File: config.mk
export PLATFORM = sky130hd
export DESIGN_NAME = mmc_ctrl
export DESIGN_NICKNAME = d
export VERILOG_FILES = /design/src/mmc_ctrl.v
export VERILOG_INCLUDE_DIRS = /design/src
export SDC_FILE = /design/constraint.sdc
export NUM_CORES = 1
export LEC_CHECK = 0
export BUFFER_PORTS_ARGS = -buffer_cell sky130_fd_sc_hd__buf_4
export CAP_MARGIN = 20
export CORE_ASPECT_RATIO = 0.5
export CORE_MARGIN = 3
export CORE_UTILIZATION = 30
export CTS_CLUSTER_DIAMETER = 80
export CTS_CLUSTER_SIZE = 20
export DETAILED_ROUTE_END_ITERATION = 12
export PLACE_DENSITY = 0.55
export SLEW_MARGIN = 10
export SYNTH_ARGS = -nofsm -noshare
export SYNTH_HDL_FRONTEND = slang
export SYNTH_SLANG_ARGS = --single-unit
File: constraint.sdc
create_clock -name CLK_I -period 2.3 [get_ports CLK_I]
set_input_delay 0.115 -clock CLK_I [delete_from_list [all_inputs] [get_ports CLK_I]]
set_output_delay 0.115 -clock CLK_I [all_outputs]
set_load 0.02 [all_outputs]
File: src/mmc_map.vh
`ifndef MMC_MAP_VH
`define MMC_MAP_VH

// Register byte offsets on the APB port
`define MMC_OFS_STATUS 12'h000
`define MMC_OFS_FLAGS 12'h004
`define MMC_OFS_MASK 12'h008
`define MMC_OFS_CTRL 12'h00C

// Status register fields
`define MMC_ST_DATA_NOT_READY 0
`define MMC_ST_LOW_POWER 1
`define MMC_ST_SERIAL_ACTIVE 2
`define MMC_ST_IN_RESET 3

// Flag and mask register fields
`define MMC_FL_READY 0
`define MMC_FL_RX_LOS 1
`define MMC_FL_TX_FAULT 2
`define MMC_FLAG_W 3

// Control register fields
`define MMC_CT_POWER_DOWN 0

// Reset values
`define MMC_MASK_RST 3'h0
`define MMC_CTRL_RST 1'h0
`define MMC_PIN_RST 5'h03

// Clock rate and documented times
`define MMC_CLK_HZ 20000000
`define MMC_T_INIT_MS 2000
`define MMC_T_RESET_INIT_US 2
`define MMC_INIT_CYCLES (`MMC_T_INIT_MS * (`MMC_CLK_HZ / 1000))
`define MMC_RESET_CYCLES (`MMC_T_RESET_INIT_US * (`MMC_CLK_HZ / 1000000))

`endif

File: src/mmc_ctrl.v
// Added by the designer: the register offsets and the APB register port.
`timescale 1ns/1ps
`include "mmc_map.vh"

// Pin input synchroniser: three stages, a change counts once the
// second and third stage agree
module mmc_sync #(
  parameter W = 1,
  parameter [W-1:0] RST_VAL = {W{1'b0}}
) (
  input wire CLK_I,          // System clock
  input wire SYS_RST_I,      // Synchronous reset
  input wire [W-1:0] d_i,    // Asynchronous inputs
  output reg [W-1:0] q_o     // Filtered inputs
);
  reg [W-1:0] s1;
  reg [W-1:0] s2;
  reg [W-1:0] s3;
  integer k;

  // Shift chain and agreement filter
  always @(posedge CLK_I) begin
    if (SYS_RST_I) begin
      s1 <= RST_VAL;
      s2 <= RST_VAL;
      s3 <= RST_VAL;
      q_o <= RST_VAL;
    end else begin
      s1 <= d_i;
      s2 <= s1;
      s3 <= s2;
      for (k = 0; k < W; k = k + 1) begin
        if (s2[k] == s3[k]) begin
          q_o[k] <= s3[k];
        end
      end
    end
  end
endmodule

// Latched flag bit: an event sets it, a host read of the reported
// value clears it, and a new event in the same cycle wins
module mmc_flag_bit (
  input wire CLK_I, // System clock
  input wire SYS_RST_I, // Synchronous reset
  input wire clr_i, // Module reset clears the flag
  input wire event_i, // Condition present this cycle
  input wire rd_clr_i, // Host read reported this flag
  output reg flag_o // Latched flag
);
  // Set wins over the read clear, so no event is lost
  always @(posedge CLK_I) begin
    if (SYS_RST_I || clr_i) begin
      flag_o <= 1'b0;
    end else if (event_i) begin
      flag_o <= 1'b1;
    end else if (rd_clr_i) begin
      flag_o <= 1'b0;
    end
  end
endmodule

module mmc_ctrl #(
  parameter INIT_CYCLES = `MMC_INIT_CYCLES,
  parameter RESET_CYCLES = `MMC_RESET_CYCLES
) (
  input wire CLK_I,                 // System clock, 20 MHz
  input wire SYS_RST_I,             // Power-on reset, active high
  input wire PSEL_I,                // APB select
  input wire PENABLE_I,             // APB access phase
  input wire PWRITE_I,              // APB direction
  input wire [11:0] PADDR_I,        // APB byte address
  input wire [31:0] PWDATA_I,       // APB write data
  output wire PREADY_O,             // APB ready
  output reg [31:0] PRDATA_O,       // APB read data
  output wire PSLVERR_O,            // APB error on unmapped address
  input wire MODULE_RESET_IN_N_I,   // Module reset pin, active low
  input wire MODULE_SELECT_IN_N_I,  // Module select pin, active low
  input wire LOW_POWER_PIN_I,       // Low-power mode pin
  input wire RX_LOS_I,              // Receive signal-loss condition
  input wire TX_FAULT_I,            // Transmit fault condition
  output reg ATTENTION_OUT_N_O,     // Interrupt output, active low
  output reg PRESENT_OUT_N_O,       // Module present, active low
  output reg SERIAL_ACTIVE_O,       // Management bus may answer
  output reg LOW_POWER_O            // Lower power level in force
);
  localparam [31:0] INIT_LAST = INIT_CYCLES - 1;
  localparam [31:0] RST_LAST = RESET_CYCLES - 1;
  // Life-cycle states, one-hot
  localparam [2:0] ST_BOOT = 3'h1;
  localparam [2:0] ST_RUN = 3'h2;
  localparam [2:0] ST_HELD = 3'h4;

  wire [4:0] pins;
  wire mod_rst_n;
  wire sel_n;
  wire lp_pin;
  wire los;
  wire fault;
  reg [31:0] init_cnt;
  reg [31:0] next_init_cnt;
  reg [31:0] rst_cnt;
  reg in_reset;
  reg [2:0] state;
  reg [2:0] next_state;
  wire data_not_ready;
  wire [`MMC_FLAG_W-1:0] flags;
  wire [`MMC_FLAG_W-1:0] rd_clr;
  wire flags_read;
  reg [`MMC_FLAG_W-1:0] mask;
  reg power_down;
  reg [`MMC_FLAG_W-1:0] cond;
  wire setup;
  wire acc_wr;
  wire acc_rd;
  wire mapped;

  // Pins from outside the clock domain
  mmc_sync #(
    .W(5),
    .RST_VAL(`MMC_PIN_RST)
  ) u_sync (
    .CLK_I(CLK_I),
    .SYS_RST_I(SYS_RST_I),
    .d_i({TX_FAULT_I, RX_LOS_I, LOW_POWER_PIN_I, MODULE_SELECT_IN_N_I,
          MODULE_RESET_IN_N_I}),
    .q_o(pins)
  );
  assign mod_rst_n = pins[0];
  assign sel_n = pins[1];
  assign lp_pin = pins[2];
  assign los = pins[3];
  assign fault = pins[4];

  // APB decode; zero wait states
  assign setup = PSEL_I & ~PENABLE_I;
  assign acc_wr = PSEL_I & PENABLE_I & PWRITE_I & mapped;
  assign acc_rd = PSEL_I & PENABLE_I & ~PWRITE_I & mapped;
  assign mapped = (PADDR_I == `MMC_OFS_STATUS) |
                  (PADDR_I == `MMC_OFS_FLAGS) |
                  (PADDR_I == `MMC_OFS_MASK) |
                  (PADDR_I == `MMC_OFS_CTRL);
  assign PREADY_O = 1'b1;
  assign PSLVERR_O = PSEL_I & PENABLE_I & ~mapped;

  // Reset pin must stay low a full pulse time before it is honoured
  always @(posedge CLK_I) begin
    if (SYS_RST_I) begin
      rst_cnt <= 32'h00000000;
      in_reset <= 1'b0;
    end else if (mod_rst_n) begin
      rst_cnt <= 32'h00000000;
      in_reset <= 1'b0;
    end else if (rst_cnt >= RST_LAST) begin
      in_reset <= 1'b1;
    end else begin
      rst_cnt <= rst_cnt + 32'h00000001;
    end
  end

  // Life cycle: boot timer, running, held in module reset
  always @* begin
    next_state = state;
    next_init_cnt = init_cnt;
    case (state)
      ST_BOOT: begin
        next_init_cnt = init_cnt + 32'h00000001;
        if (init_cnt >= INIT_LAST) begin
          next_state = ST_RUN;
        end
      end
      ST_RUN: begin
        next_init_cnt = init_cnt;
      end
      ST_HELD: begin
        next_init_cnt = 32'h00000000;
        if (!in_reset) begin
          next_state = ST_BOOT;
        end
      end
      default: begin
        next_state = ST_BOOT;
        next_init_cnt = 32'h00000000;
      end
    endcase
    if (in_reset) begin
      next_state = ST_HELD;
      next_init_cnt = 32'h00000000;
    end
  end

  // Life-cycle registers; power-on restarts the boot timer
  always @(posedge CLK_I) begin
    if (SYS_RST_I) begin
      state <= ST_BOOT;
      init_cnt <= 32'h00000000;
    end else begin
      state <= next_state;
      init_cnt <= next_init_cnt;
    end
  end

  // Data stays not ready until the boot timer has run out
  assign data_not_ready = (state != ST_RUN);

  // Conditions that raise flags; ready is a single event at boot end
  always @* begin
    cond = {`MMC_FLAG_W{1'b0}};
    cond[`MMC_FL_READY] = (state == ST_BOOT) && (init_cnt >= INIT_LAST) &&
                          !in_reset;
    cond[`MMC_FL_RX_LOS] = los & ~data_not_ready;
    cond[`MMC_FL_TX_FAULT] = fault & ~data_not_ready;
  end

  // A flags read clears only the bits it reported in its setup cycle
  assign flags_read = acc_rd && (PADDR_I == `MMC_OFS_FLAGS);
  assign rd_clr = {`MMC_FLAG_W{flags_read}} &
                  PRDATA_O[`MMC_FLAG_W-1:0];

  // One latch per flag
  mmc_flag_bit u_flag_ready (
    .CLK_I(CLK_I),
    .SYS_RST_I(SYS_RST_I),
    .clr_i(in_reset),
    .event_i(cond[`MMC_FL_READY]),
    .rd_clr_i(rd_clr[`MMC_FL_READY]),
    .flag_o(flags[`MMC_FL_READY])
  );

  mmc_flag_bit u_flag_rx_los (
    .CLK_I(CLK_I),
    .SYS_RST_I(SYS_RST_I),
    .clr_i(in_reset),
    .event_i(cond[`MMC_FL_RX_LOS]),
    .rd_clr_i(rd_clr[`MMC_FL_RX_LOS]),
    .flag_o(flags[`MMC_FL_RX_LOS])
  );

  mmc_flag_bit u_flag_tx_fault (
    .CLK_I(CLK_I),
    .SYS_RST_I(SYS_RST_I),
    .clr_i(in_reset),
    .event_i(cond[`MMC_FL_TX_FAULT]),
    .rd_clr_i(rd_clr[`MMC_FL_TX_FAULT]),
    .flag_o(flags[`MMC_FL_TX_FAULT])
  );

  // Software registers
  always @(posedge CLK_I) begin
    if (SYS_RST_I || in_reset) begin
      mask <= `MMC_MASK_RST;
      power_down <= `MMC_CTRL_RST;
    end else if (acc_wr) begin
      if (PADDR_I == `MMC_OFS_MASK) begin
        mask <= PWDATA_I[`MMC_FLAG_W-1:0];
      end
      if (PADDR_I == `MMC_OFS_CTRL) begin
        power_down <= PWDATA_I[`MMC_CT_POWER_DOWN];
      end
    end
  end

  // Read data captured in the setup cycle
  always @(posedge CLK_I) begin
    if (SYS_RST_I) begin
      PRDATA_O <= 32'h00000000;
    end else if (setup && !PWRITE_I) begin
      PRDATA_O <= 32'h00000000;
      case (PADDR_I)
        `MMC_OFS_STATUS: begin
          PRDATA_O[`MMC_ST_DATA_NOT_READY] <= data_not_ready;
          PRDATA_O[`MMC_ST_LOW_POWER] <= LOW_POWER_O;
          PRDATA_O[`MMC_ST_SERIAL_ACTIVE] <= SERIAL_ACTIVE_O;
          PRDATA_O[`MMC_ST_IN_RESET] <= in_reset;
        end
        `MMC_OFS_FLAGS: begin
          PRDATA_O[`MMC_FLAG_W-1:0] <= flags;
        end
        `MMC_OFS_MASK: begin
          PRDATA_O[`MMC_FLAG_W-1:0] <= mask;
        end
        `MMC_OFS_CTRL: begin
          PRDATA_O[`MMC_CT_POWER_DOWN] <= power_down;
        end
        default: begin
          PRDATA_O <= 32'h00000000;
        end
      endcase
    end
  end

  // Interrupt: low while any unmasked flag is pending
  always @(posedge CLK_I) begin
    if (SYS_RST_I) begin
      ATTENTION_OUT_N_O <= 1'b1;
    end else begin
      ATTENTION_OUT_N_O <= ~|(flags & ~mask);
    end
  end

  // Present: low once out of power-on reset
  always @(posedge CLK_I) begin
    if (SYS_RST_I) begin
      PRESENT_OUT_N_O <= 1'b1;
    end else begin
      PRESENT_OUT_N_O <= 1'b0;
    end
  end

  // Bus answers only when selected, booted and not held in reset
  always @(posedge CLK_I) begin
    if (SYS_RST_I) begin
      SERIAL_ACTIVE_O <= 1'b0;
    end else begin
      SERIAL_ACTIVE_O <= ~sel_n & ~in_reset &
                         ~data_not_ready;
    end
  end

  // Lower power level by pin or by control bit
  always @(posedge CLK_I) begin
    if (SYS_RST_I) begin
      LOW_POWER_O <= 1'b0;
    end else begin
      LOW_POWER_O <= lp_pin | power_down;
    end
  end
endmodule

* Word-level counts from Yosys, hierarchy flattened *
Cells that the tools add are included.

storage, ports and cells
  output and inout bits = 38
  flip-flop bits (word level) = 103
  input port bits = 54

operators by class
  magnitude comparators = 2
  bitwise logic cells = 25
  reduce and logical (&&, ||, !) cells = 19
  multiplexer cells = 14
  add/sub/neg operators = 2
  eq/ne operators = 14

operators with widths
  cell                   number
  $add 32x1->32 const B  2
  $pmux 32 s2            1
  $ge 32x26->1 const B   1
  $ge 32x6->1 const B    1
  $eq 12x4->1 const B    2
  $eq 12x3->1 const B    1
  $logic_not 12->1       1
  $and 1x1->1            11
  $mux 1                 8
  $reduce_and 2->1       4
  $not 1->1              7
  $and 3x3->3            2
  $mux 3                 2
  $pmux 2 s3             1
  $pmux 3 s2             1
  $reduce_bool 2->1      3
  $eq 1x1->1             5
  $logic_and 1x1->1      4
  $ne 2x2->1 const B     2
  $or 1x1->1             4
  $pmux 1 s4             1
  $reduce_or 2->1        2
  $eq 3x1->1 const B     1
  $eq 3x2->1 const B     1
  6 further kinds        8

* Longest topological paths before layout *
Gate-level depths: netlist of the first run.

  depth in word-level cells = 9
  gate-level depth with buffers = 7
  gate-level depth less buffers = 6

* Cells and area by module *
Synthesis of the first run repeated with hierarchy kept, for this count alone.

second synthesis, totals
  cells, all modules = 502
  area, all modules = 4,551.9 um^2

by module, submodules not included
  module        instances  sequential area each (um^2)  area an instance (um^2)  cells each
  mmc_ctrl      1          1,601.5                      3,826.2                  438
  mmc_sync      1          400.4                        590.6                    52
  mmc_flag_bit  3          20.0                         45.0                     4

* Worst setup path after synthesis of the first run *
No wires, ideal clock.

  path kind = register to register
  from = reg init_cnt[0]
  to = reg init_cnt[30]
  stages on the path, launching flop included = 7
  data required time = 2.221 ns
  arrival = 1.698 ns
  clock period less this slack = 1.777 ns
  slack = 0.523 ns
  setup time = 0.079 ns
  cells stage by stage = dfxtp_1 -> ha_1 -> nand3_1 -> nor3_1 -> nand2_1 -> or4_1 -> o211ai_1

on the way
  word-level cells in the longest chain between the ends = 2

RTL lines
  item                    RTL line        source
  from (decl)             mmc_ctrl.v:100  reg [31:0] init_cnt;
  from (signal assigned)  mmc_ctrl.v:199  init_cnt <= next_init_cnt;
  $add 32x1->32           mmc_ctrl.v:167  next_init_cnt = init_cnt + 32'h00000001;
  $pmux 32 s2             mmc_ctrl.v:165  case (state)

No other way between the ends.
A chain may end at the register's enable or synchronous reset.

* Worst setup path in the final report of the first run *
Ends and elaborated chain as after synthesis.

==> summary.txt, run 1 <==
======================================================================================
Wire per inst                                                                  12.4 µm
Worst EP arrival                                                               2.25 ns
Vias per std cell                                                                 4.74
Die Footprint                                                                16400 µm²
Final Max Tran Viols                                                                 0
Vias                                                                              3486
Fmax achieved                                                                  503 MHz
Number of non-filler instances in the completed layout                             735
RSZ-0062 raised after global routing                                             false
Post-route fraction of the period consumed by the critical path                  86.5%
Global route overflow                                                                0
Final critical path time including I/O delays and setup                        1.99 ns
Fill cells                                                                        1449
Initial antenna violation count                                                      0
Via count of the first global-routing pass                                        3153
Worst path cell trace                                                     ha_1 > nand3_1 > nor3_1 > nand2_2 > or4_1 > o211ai_1
RD Place Congestion                                                              0.803
Slowest Stage Delay on Critical Path                                           0.49 ns
Placed wire-length estimate after detailed placement                           6.23 mm
Latest clock arrival within the worst-skew pair                                0.34 ns
DRC                                                                                  0
Total standard cell area after synthesis                                      4440 µm²
Share of synthesized area occupied by flip-flops and latches                     46.5%
Static leakage power                                                        0.00195 µW
Initial cell density of the core                                                 31.7%
Endpoint type of the worst setup path                                             flop
Unique cell type count in the Yosys netlist                                         56
Worst path buffer plus inverter count                                                0
Crit start category                                                               flop
Placed instance count                                                              712
Overall die height                                                             92.0 µm
Setup Skew                                                                  0.00845 ns
X dimension of the die                                                          178 µm
Register clock-pin slew on the reported worst setup and hold paths             0.07 ns
Largest net degree at the start of global routing                                   32
Leading register cell type out of synthesis                               sky130_fd_sc_hd__dfxtp_1
Gate Count Post-Synth                                                              499
Worst hold slack after final layout                                          0.0140 ns
Number of enable-type register cells in the synthesized netlist                      0
Clock tree from TritonCTS                                                          yes
Post-synth top area cell                                                  sky130_fd_sc_hd__dfxtp_1
Boundary pin count                                                                  92
PortBufs                                                                            33
End-of-flow core utilization                                                     36.8%
Max Fanout on Critical Path                                                          8
Sum of negative setup slack                                                       0 ns
Layout cells sized above 1                                                       15.5%
Power per cell area                                                         670 nW/µm²
Wire length on met3                                                             423 µm
Highest signal layer in the routed design                                         met4
Largest cells by area after synthesis                                     sky130_fd_sc_hd__dfxtp_1, sky130_fd_sc_hd__buf_4, sky130_fd_sc_hd__and2_1, sky130_fd_sc_hd__nand2_1, sky130_fd_sc_hd__a21oi_1
Number of nets in the layout                                                       594
Area growth, synth to finish                                                     16.2%
Placeable Area                                                               14000 µm²
Count of maximum capacitance violations                                              0
Status                                                                    finished, final reports clean
Flop and latch count out of synthesis                                              103
Number of buffers added by the clock tree synthesis step                             9
Worst Setup Path Type                                                     flop to flop
Leading post-synthesis cells by instance count                            sky130_fd_sc_hd__dfxtp_1, sky130_fd_sc_hd__nand2_1, sky130_fd_sc_hd__nor2_1
Total power after layout                                                       3460 µW
Library cell contributing the largest single delay on the critical path   sky130_fd_sc_hd__or4_1
Number of optimization iterations in the first detailed-route pass                   4
Sinks on the clock net                                                             103
Met1 wire length                                                               4.73 mm
CTS Root Buffer Type                                                      sky130_fd_sc_hd__clkbuf_16
Number of DRC markers in iteration 0                                               235
Floorplan row count                                                                 30
Dominant cell by count in the synthesized netlist                         sky130_fd_sc_hd__dfxtp_1
Final Hold Fails                                                                     0
Kind of cell adding the most delay to the critical path                   simple AND/OR/NAND/NOR gates
Number of buffers inserted to repair setup after CTS                                 0
Detailed Route WL                                                              9.11 mm
Residual antenna-violating net count after detailed routing                          0
Required time of the worst setup path                                          2.56 ns
Avg Cell Area, Syn                                                            8.89 µm²
CTS HTree Levels                                                                     3
Top cell type's share of synthesized area                                        46.5%
GRT Resource Usage Total                                                         11.7%
VDD IR max                                                                      387 µV
Syn. warnings                                                                        0
Wire length of the first global-routing pass                                   15.5 mm
Routed wl met2                                                                 3.91 mm
Antenna fix cells                                                                    0
CTS Buffer Depth                                                                     2
Setup Viol. Count Final                                                              0
Share of synthesized registers carrying an async set or reset                       0%
Worst hold-check path type                                                input pin to flop
======================================================================================
[layout by cell type (no fill, tap or decap), types with 11 or more instances in the layout]
cell / instances
sky130_fd_sc_hd__dfxtp_1: 103
sky130_fd_sc_hd__a21oi_1: 31
sky130_fd_sc_hd__and2_1: 29
sky130_fd_sc_hd__nand4_1: 11
sky130_fd_sc_hd__conb_1: 29
sky130_fd_sc_hd__nor2_1: 38
sky130_fd_sc_hd__buf_4: 46
sky130_fd_sc_hd__o21ai_0: 31
sky130_fd_sc_hd__nor2b_1: 11
sky130_fd_sc_hd__nand2_1: 43
sky130_fd_sc_hd__nand3_1: 23
sky130_fd_sc_hd__a31oi_1: 15
[worst paths after layout]
path	slack, ns	from	to	cells past startpoint
max	0.31	init_cnt[0]	init_cnt[30]	6
min	0.01	PWDATA_I[0]	mask[0]	3
max reg2reg	0.31	init_cnt[0]	init_cnt[30]	6
min reg2reg	0.42	u_sync.s1[0]	u_sync.s2[0]	1
[registers in the layout, indices dropped and copies added (netlist names), 3 cells and up]
signal / count
u_sync.s1: 5
PRDATA_O: 4
mask: 3
rst_cnt: 32
init_cnt: 32
u_sync.s2: 5
u_sync.s3: 5
state: 3
u_sync.q_o: 5
[metrics by stage]
stage | setup slack, ns | instance area, µm²
after CTS | 0.220 | 5150
final | 0.311 | 5160
after global placement | 0.313 | 4790
after detailed placement | 0.249 | 4790
after floorplan | 0.523 | 4540
after global routing | 0.0500 | 5160
[kinds of logic after synthesis]
family,Yosys count,share of synthesized area (%)
and+or+nand+nor,207,25.8
AOI/OAI and AO/OA,119,17.0
DFF,103,46.5
buffers and inverters,58,7.90
muxes,6,1.64
adders and majority gates,2,0.564
other,2,0.169
xor gates and xnor gates,2,0.395
[per-layer routing]
layer | global-route usage [%] | up-vias
met4 | 2.74 | 0
li1 | - | 1822
met3 | 3.60 | 4
met1 | 16.5 | 1588
met5 | 0 | -
met2 | 17.2 | 72
[final cells by class]
class / count / area (µm²) / area share (%)
well taps: 192 / 240 / 4.66
flip-flops and latches: 103 / 2060 / 40.0
clock buffers: 10 / 229 / 4.44
clock inverters: 6 / 60.1 / 1.16
repair buffers: 53 / 415 / 8.06
inverters: 6 / 22.5 / 0.437
multi-input cells: 365 / 2130 / 41.3
[worst reg2reg max path: stages, from the launching register on]
cell and delay, ns:
sky130_fd_sc_hd__dfxtp_1 0.39, sky130_fd_sc_hd__ha_1 0.21, sky130_fd_sc_hd__nand3_1 0.18, sky130_fd_sc_hd__nor3_1 0.35, sky130_fd_sc_hd__nand2_2 0.19, sky130_fd_sc_hd__or4_1 0.49, sky130_fd_sc_hd__o211ai_1 0.10
[report_power, final]
group | leakage, µW | switching [µW] | total [µW] | internal [µW]
Sequential | 0.000833 | 8.62 | 1810 | 1800
Clock | 0.000143 | 713 | 1480 | 766
Combinational | 0.000977 | 104 | 170 | 66.3
[repair_timing]
item	CTS	global route
hold buffers	7	0
setup endpoints to repair	0	2
resized for setup	0	1
hold endpoints to repair	7	0
Note: power is estimated with default switching activity, not from simulation.
==> run 2: changes to the inputs <==
- SYNTH_HIERARCHICAL: default -> 1
==> summary.txt, run 2 <==
======================================================================================
Status                                                                    finished, final reports clean
Via count of the first global-routing pass                                        3403   +7.9%
Largest net degree at the start of global routing                                   23   -28%
Slowest Stage Delay on Critical Path                                           0.53 ns   +0.04 ns
Overall die height                                                             93.1 µm   +1.2%
Post-route fraction of the period consumed by the critical path                  86.8%   +0.36 points
Sinks on the clock net                                                             103   unchanged
Startpoint of the tightest hold check path                                 PWDATA_I[0]
Design internal power                                                          2670 µW   +1.5%
Register clock-pin slew on the reported worst setup and hold paths             0.08 ns   about the same
Power per cell area                                                         672 nW/µm²   +0.29%
Leading register cell type out of synthesis                               sky130_fd_sc_hd__dfxtp_1
Top cell type's share of synthesized area                                        45.3%   -1.2 points
Crit Reg-Reg Startpoint                                                   init_cnt[11]
Final Max Tran Viols                                                                 0   unchanged
Sum of negative setup slack                                                       0 ns   unchanged
Fmax achieved                                                                  501 MHz   -0.42%
Share of synthesized registers carrying an async set or reset                       0%   unchanged
Count of maximum capacitance violations                                              0   unchanged
Worst max-slew margin expressed relative to the limit                            57.4%
Boundary pin count                                                                  92   unchanged
Placeable Area                                                               14700 µm²   +4.7%
Initial antenna violation count                                                      0   unchanged
Fraction of power consumed by combinational cells                                 5.3%   +0.4 points
Library cell contributing the largest single delay on the critical path   sky130_fd_sc_hd__nor4_4
Layout cells sized above 1                                                       15.7%   +0.25 points
Area growth, synth to finish                                                     16.9%
Global route overflow                                                                0   unchanged
Initial cell density of the core                                                 31.0%   -0.63 points
Number of cells on the worst hold path                                               3   unchanged
Proportion of power drawn by the clock network                                   44.0%   +1.2 points
Antenna fix cells                                                                    0   unchanged
Kind of cell adding the most delay to the critical path                   simple AND/OR/NAND/NOR gates
Worst path buffer plus inverter count                                                0   unchanged
Number of nets in the layout                                                       598   +0.67%
Number of enable-type register cells in the synthesized netlist                      0   unchanged
Syn. warnings                                                                        6   +6
CTS HTree Levels                                                                     3   unchanged
Register share of total power                                                    50.7%   -1.6 points
Largest cells by area after synthesis                                     sky130_fd_sc_hd__dfxtp_1, sky130_fd_sc_hd__buf_4, sky130_fd_sc_hd__and2_1, sky130_fd_sc_hd__nor2_1, sky130_fd_sc_hd__o21ai_0
Setup Viol. Count Final                                                              0   unchanged
Die Footprint                                                                16800 µm²   +2.5%
Dominant cell by count in the synthesized netlist                         sky130_fd_sc_hd__dfxtp_1
RD Place Congestion                                                              0.803   about the same
Flop and latch count out of synthesis                                              103   unchanged
Final Hold Fails                                                                     0   unchanged
Most frequent cell on the critical path                                   sky130_fd_sc_hd__nand4_1
CTS Root Buffer Type                                                      sky130_fd_sc_hd__clkbuf_16
Final critical path time including I/O delays and setup                        2.00 ns   +0.00835 ns
CTS Buffer Depth                                                                     2   unchanged
Wire length of the first global-routing pass                                   16.8 mm   +7.8%
PortBufs                                                                            33   unchanged
Number of optimization iterations in the first detailed-route pass                   4   unchanged
Worst path cell trace                                                     nand4_1 > nor4_4 > nand4_1 > or3_1 > o21ai_0
Total standard cell area after synthesis                                      4550 µm²   +2.6%
Placed instance count                                                              721   +1.3%
Residual antenna-violating net count after detailed routing                          0   unchanged
Avg Cell Area, Syn                                                            9.07 µm²   +2.0%
Registers with the most flip-flops                                        init_cnt: 32 flops, rst_cnt: 32 flops
Floorplan row count                                                                 31   +3.3%
Vias per std cell                                                                 4.88   +3.0%
Leading post-synthesis cells by instance count                            sky130_fd_sc_hd__dfxtp_1, sky130_fd_sc_hd__nor2_1, sky130_fd_sc_hd__and2_1
X dimension of the die                                                          180 µm   +1.3%
Most frequent cells in the layout                                         sky130_fd_sc_hd__dfxtp_1, sky130_fd_sc_hd__nor2_1, sky130_fd_sc_hd__buf_4
Post-synth top area cell                                                  sky130_fd_sc_hd__dfxtp_1
DRC                                                                                  0   unchanged
Reported net switching power                                                    907 µW   +9.9%
Required time of the worst setup path                                          2.58 ns   +0.02 ns
Number of buffers added by the clock tree synthesis step                             9   unchanged
Post-cts sizing count                                                                0   unchanged
Worst EP arrival                                                               2.28 ns   +0.03 ns
Vias                                                                              3638   +4.4%
Hold worst-path end                                                         power_down
GRT Resource Usage Total                                                         12.2%   +0.51 points
Max Fanout on Critical Path                                                          9   +1
Register-to-register setup slack                                               0.30 ns   about the same
Wire per inst                                                                  13.2 µm   +6.7%
Gate Count Post-Synth                                                              502   +0.60%
Length in cells of the worst reg-to-reg path                                         5   -1
VDD IR max                                                                      361 µV   -6.7%
Switching part of the total                                                      25.4%   +1.5 points
Crit start category                                                               flop
Share of synthesized area occupied by flip-flops and latches                     45.3%   -1.2 points
Unique cell type count in the Yosys netlist                                         62   +11%
Setup Skew                                                                  0.00751 ns   -0.000941 ns
Transition time at the pin with the least slew margin                         0.637 ns
Number of DRC markers in iteration 0                                               177   -25%
RSZ-0062 raised after global routing                                             false
Most frequent standard cell in the layout excluding fill and tap cells    sky130_fd_sc_hd__dfxtp_1
Latest clock arrival within the worst-skew pair                                0.35 ns   about the same
Endpoint type of the worst setup path                                             flop
Crit Reg-Reg Endpoint                                                     init_cnt[31]
Detailed Route WL                                                              9.86 mm   +8.2%
Clock tree from TritonCTS                                                          yes
Static leakage power                                                        0.00215 µW   +9.9%
Number of non-filler instances in the completed layout                             745   +1.4%
Worst Setup Path Type                                                     flop to flop
Worst hold-check path type                                                input pin to flop
Placed wire-length estimate after detailed placement                           6.86 mm   +10%
======================================================================================
[run 2: how the worst max path moves through the flow]
stage | startpoint | depth (start not counted) | slack, ns | endpoint
floorplan | init_cnt[0] | 6 | 0.46 | init_cnt[24]
global placement | PADDR_I[5] | 7 | 0.32 | u_flag_ready/flag_o
detailed placement | PADDR_I[5] | 7 | 0.29 | u_flag_ready/flag_o
CTS | init_cnt[11] | 5 | 0.31 | init_cnt[31]
global route | init_cnt[11] | 5 | 0.15 | init_cnt[31]
finish | init_cnt[11] | 5 | 0.30 | init_cnt[31]
[run 2: routing by layer]
metal	share of wire (%)	GRT usage [%]
met3	5.1	3.26
met1	47	15.1
met2	46	20.4
met4	1.5	4.79
met5	0	0
[run 2: cell families after synthesis]
group                    synth area share, %
multiplexers                            1.81
flip-flops                              45.3
adder cells (fa/ha/maj)                0.550
XOR/XNOR                               0.577
buffers and inverters                   7.81
other                                  0.165
AND/OR/NAND/NOR                         27.7
AO/OA/AOI/OAI                           16.1
[run 2: layout make-up]
| cell class | count | area (µm²) |
|---|---|---|
| inverters | 7 | 26.3 |
| flip-flops and latches | 103 | 2060 |
| clock buffers | 9 | 225 |
| clock inverters | 7 | 91.3 |
| fillers | 1520 | 9340 |
| well taps | 198 | 248 |
| multi-input cells | 366 | 2240 |
| repair buffers | 55 | 433 |
[run 2: power by group through the flow]
stage               Combinational (µW)  Sequential [µW]  Clock (µW)
floorplan                          157             1850           0
CTS                                191             1810        1630
global route                       210             1820        1710
detailed placement                 180             1860           0
finish                             191             1810        1570
global placement                   179             1850           0
[run 2: tightest hold or removal path: cells and delay by family]
family | cells | cell delay (ns)
buf+inv | 1 | 0.09
mux | 1 | 0.05
simple gates | 1 | 0.07
[run 2: stage by stage]
step                      setup WS, ns  power, µW  utilization (%)  area, µm²  hold slack, ns
after floorplan                  0.461       2010                -       4650           0.143
after global placement           0.320       2030             33.6       4920           0.299
after detailed placement         0.291       2040             33.6       4920           0.300
after CTS                        0.311       3630             36.3       5320         0.00108
after global routing             0.148       3730             36.3       5320         0.00994
final                            0.303       3580             36.3       5320         0.00715
[run 2: repair_timing]
item,4_1_cts,5_1_grt
hold buffers,8,0
buffers inserted,0,0
hold endpoints to repair,8,0
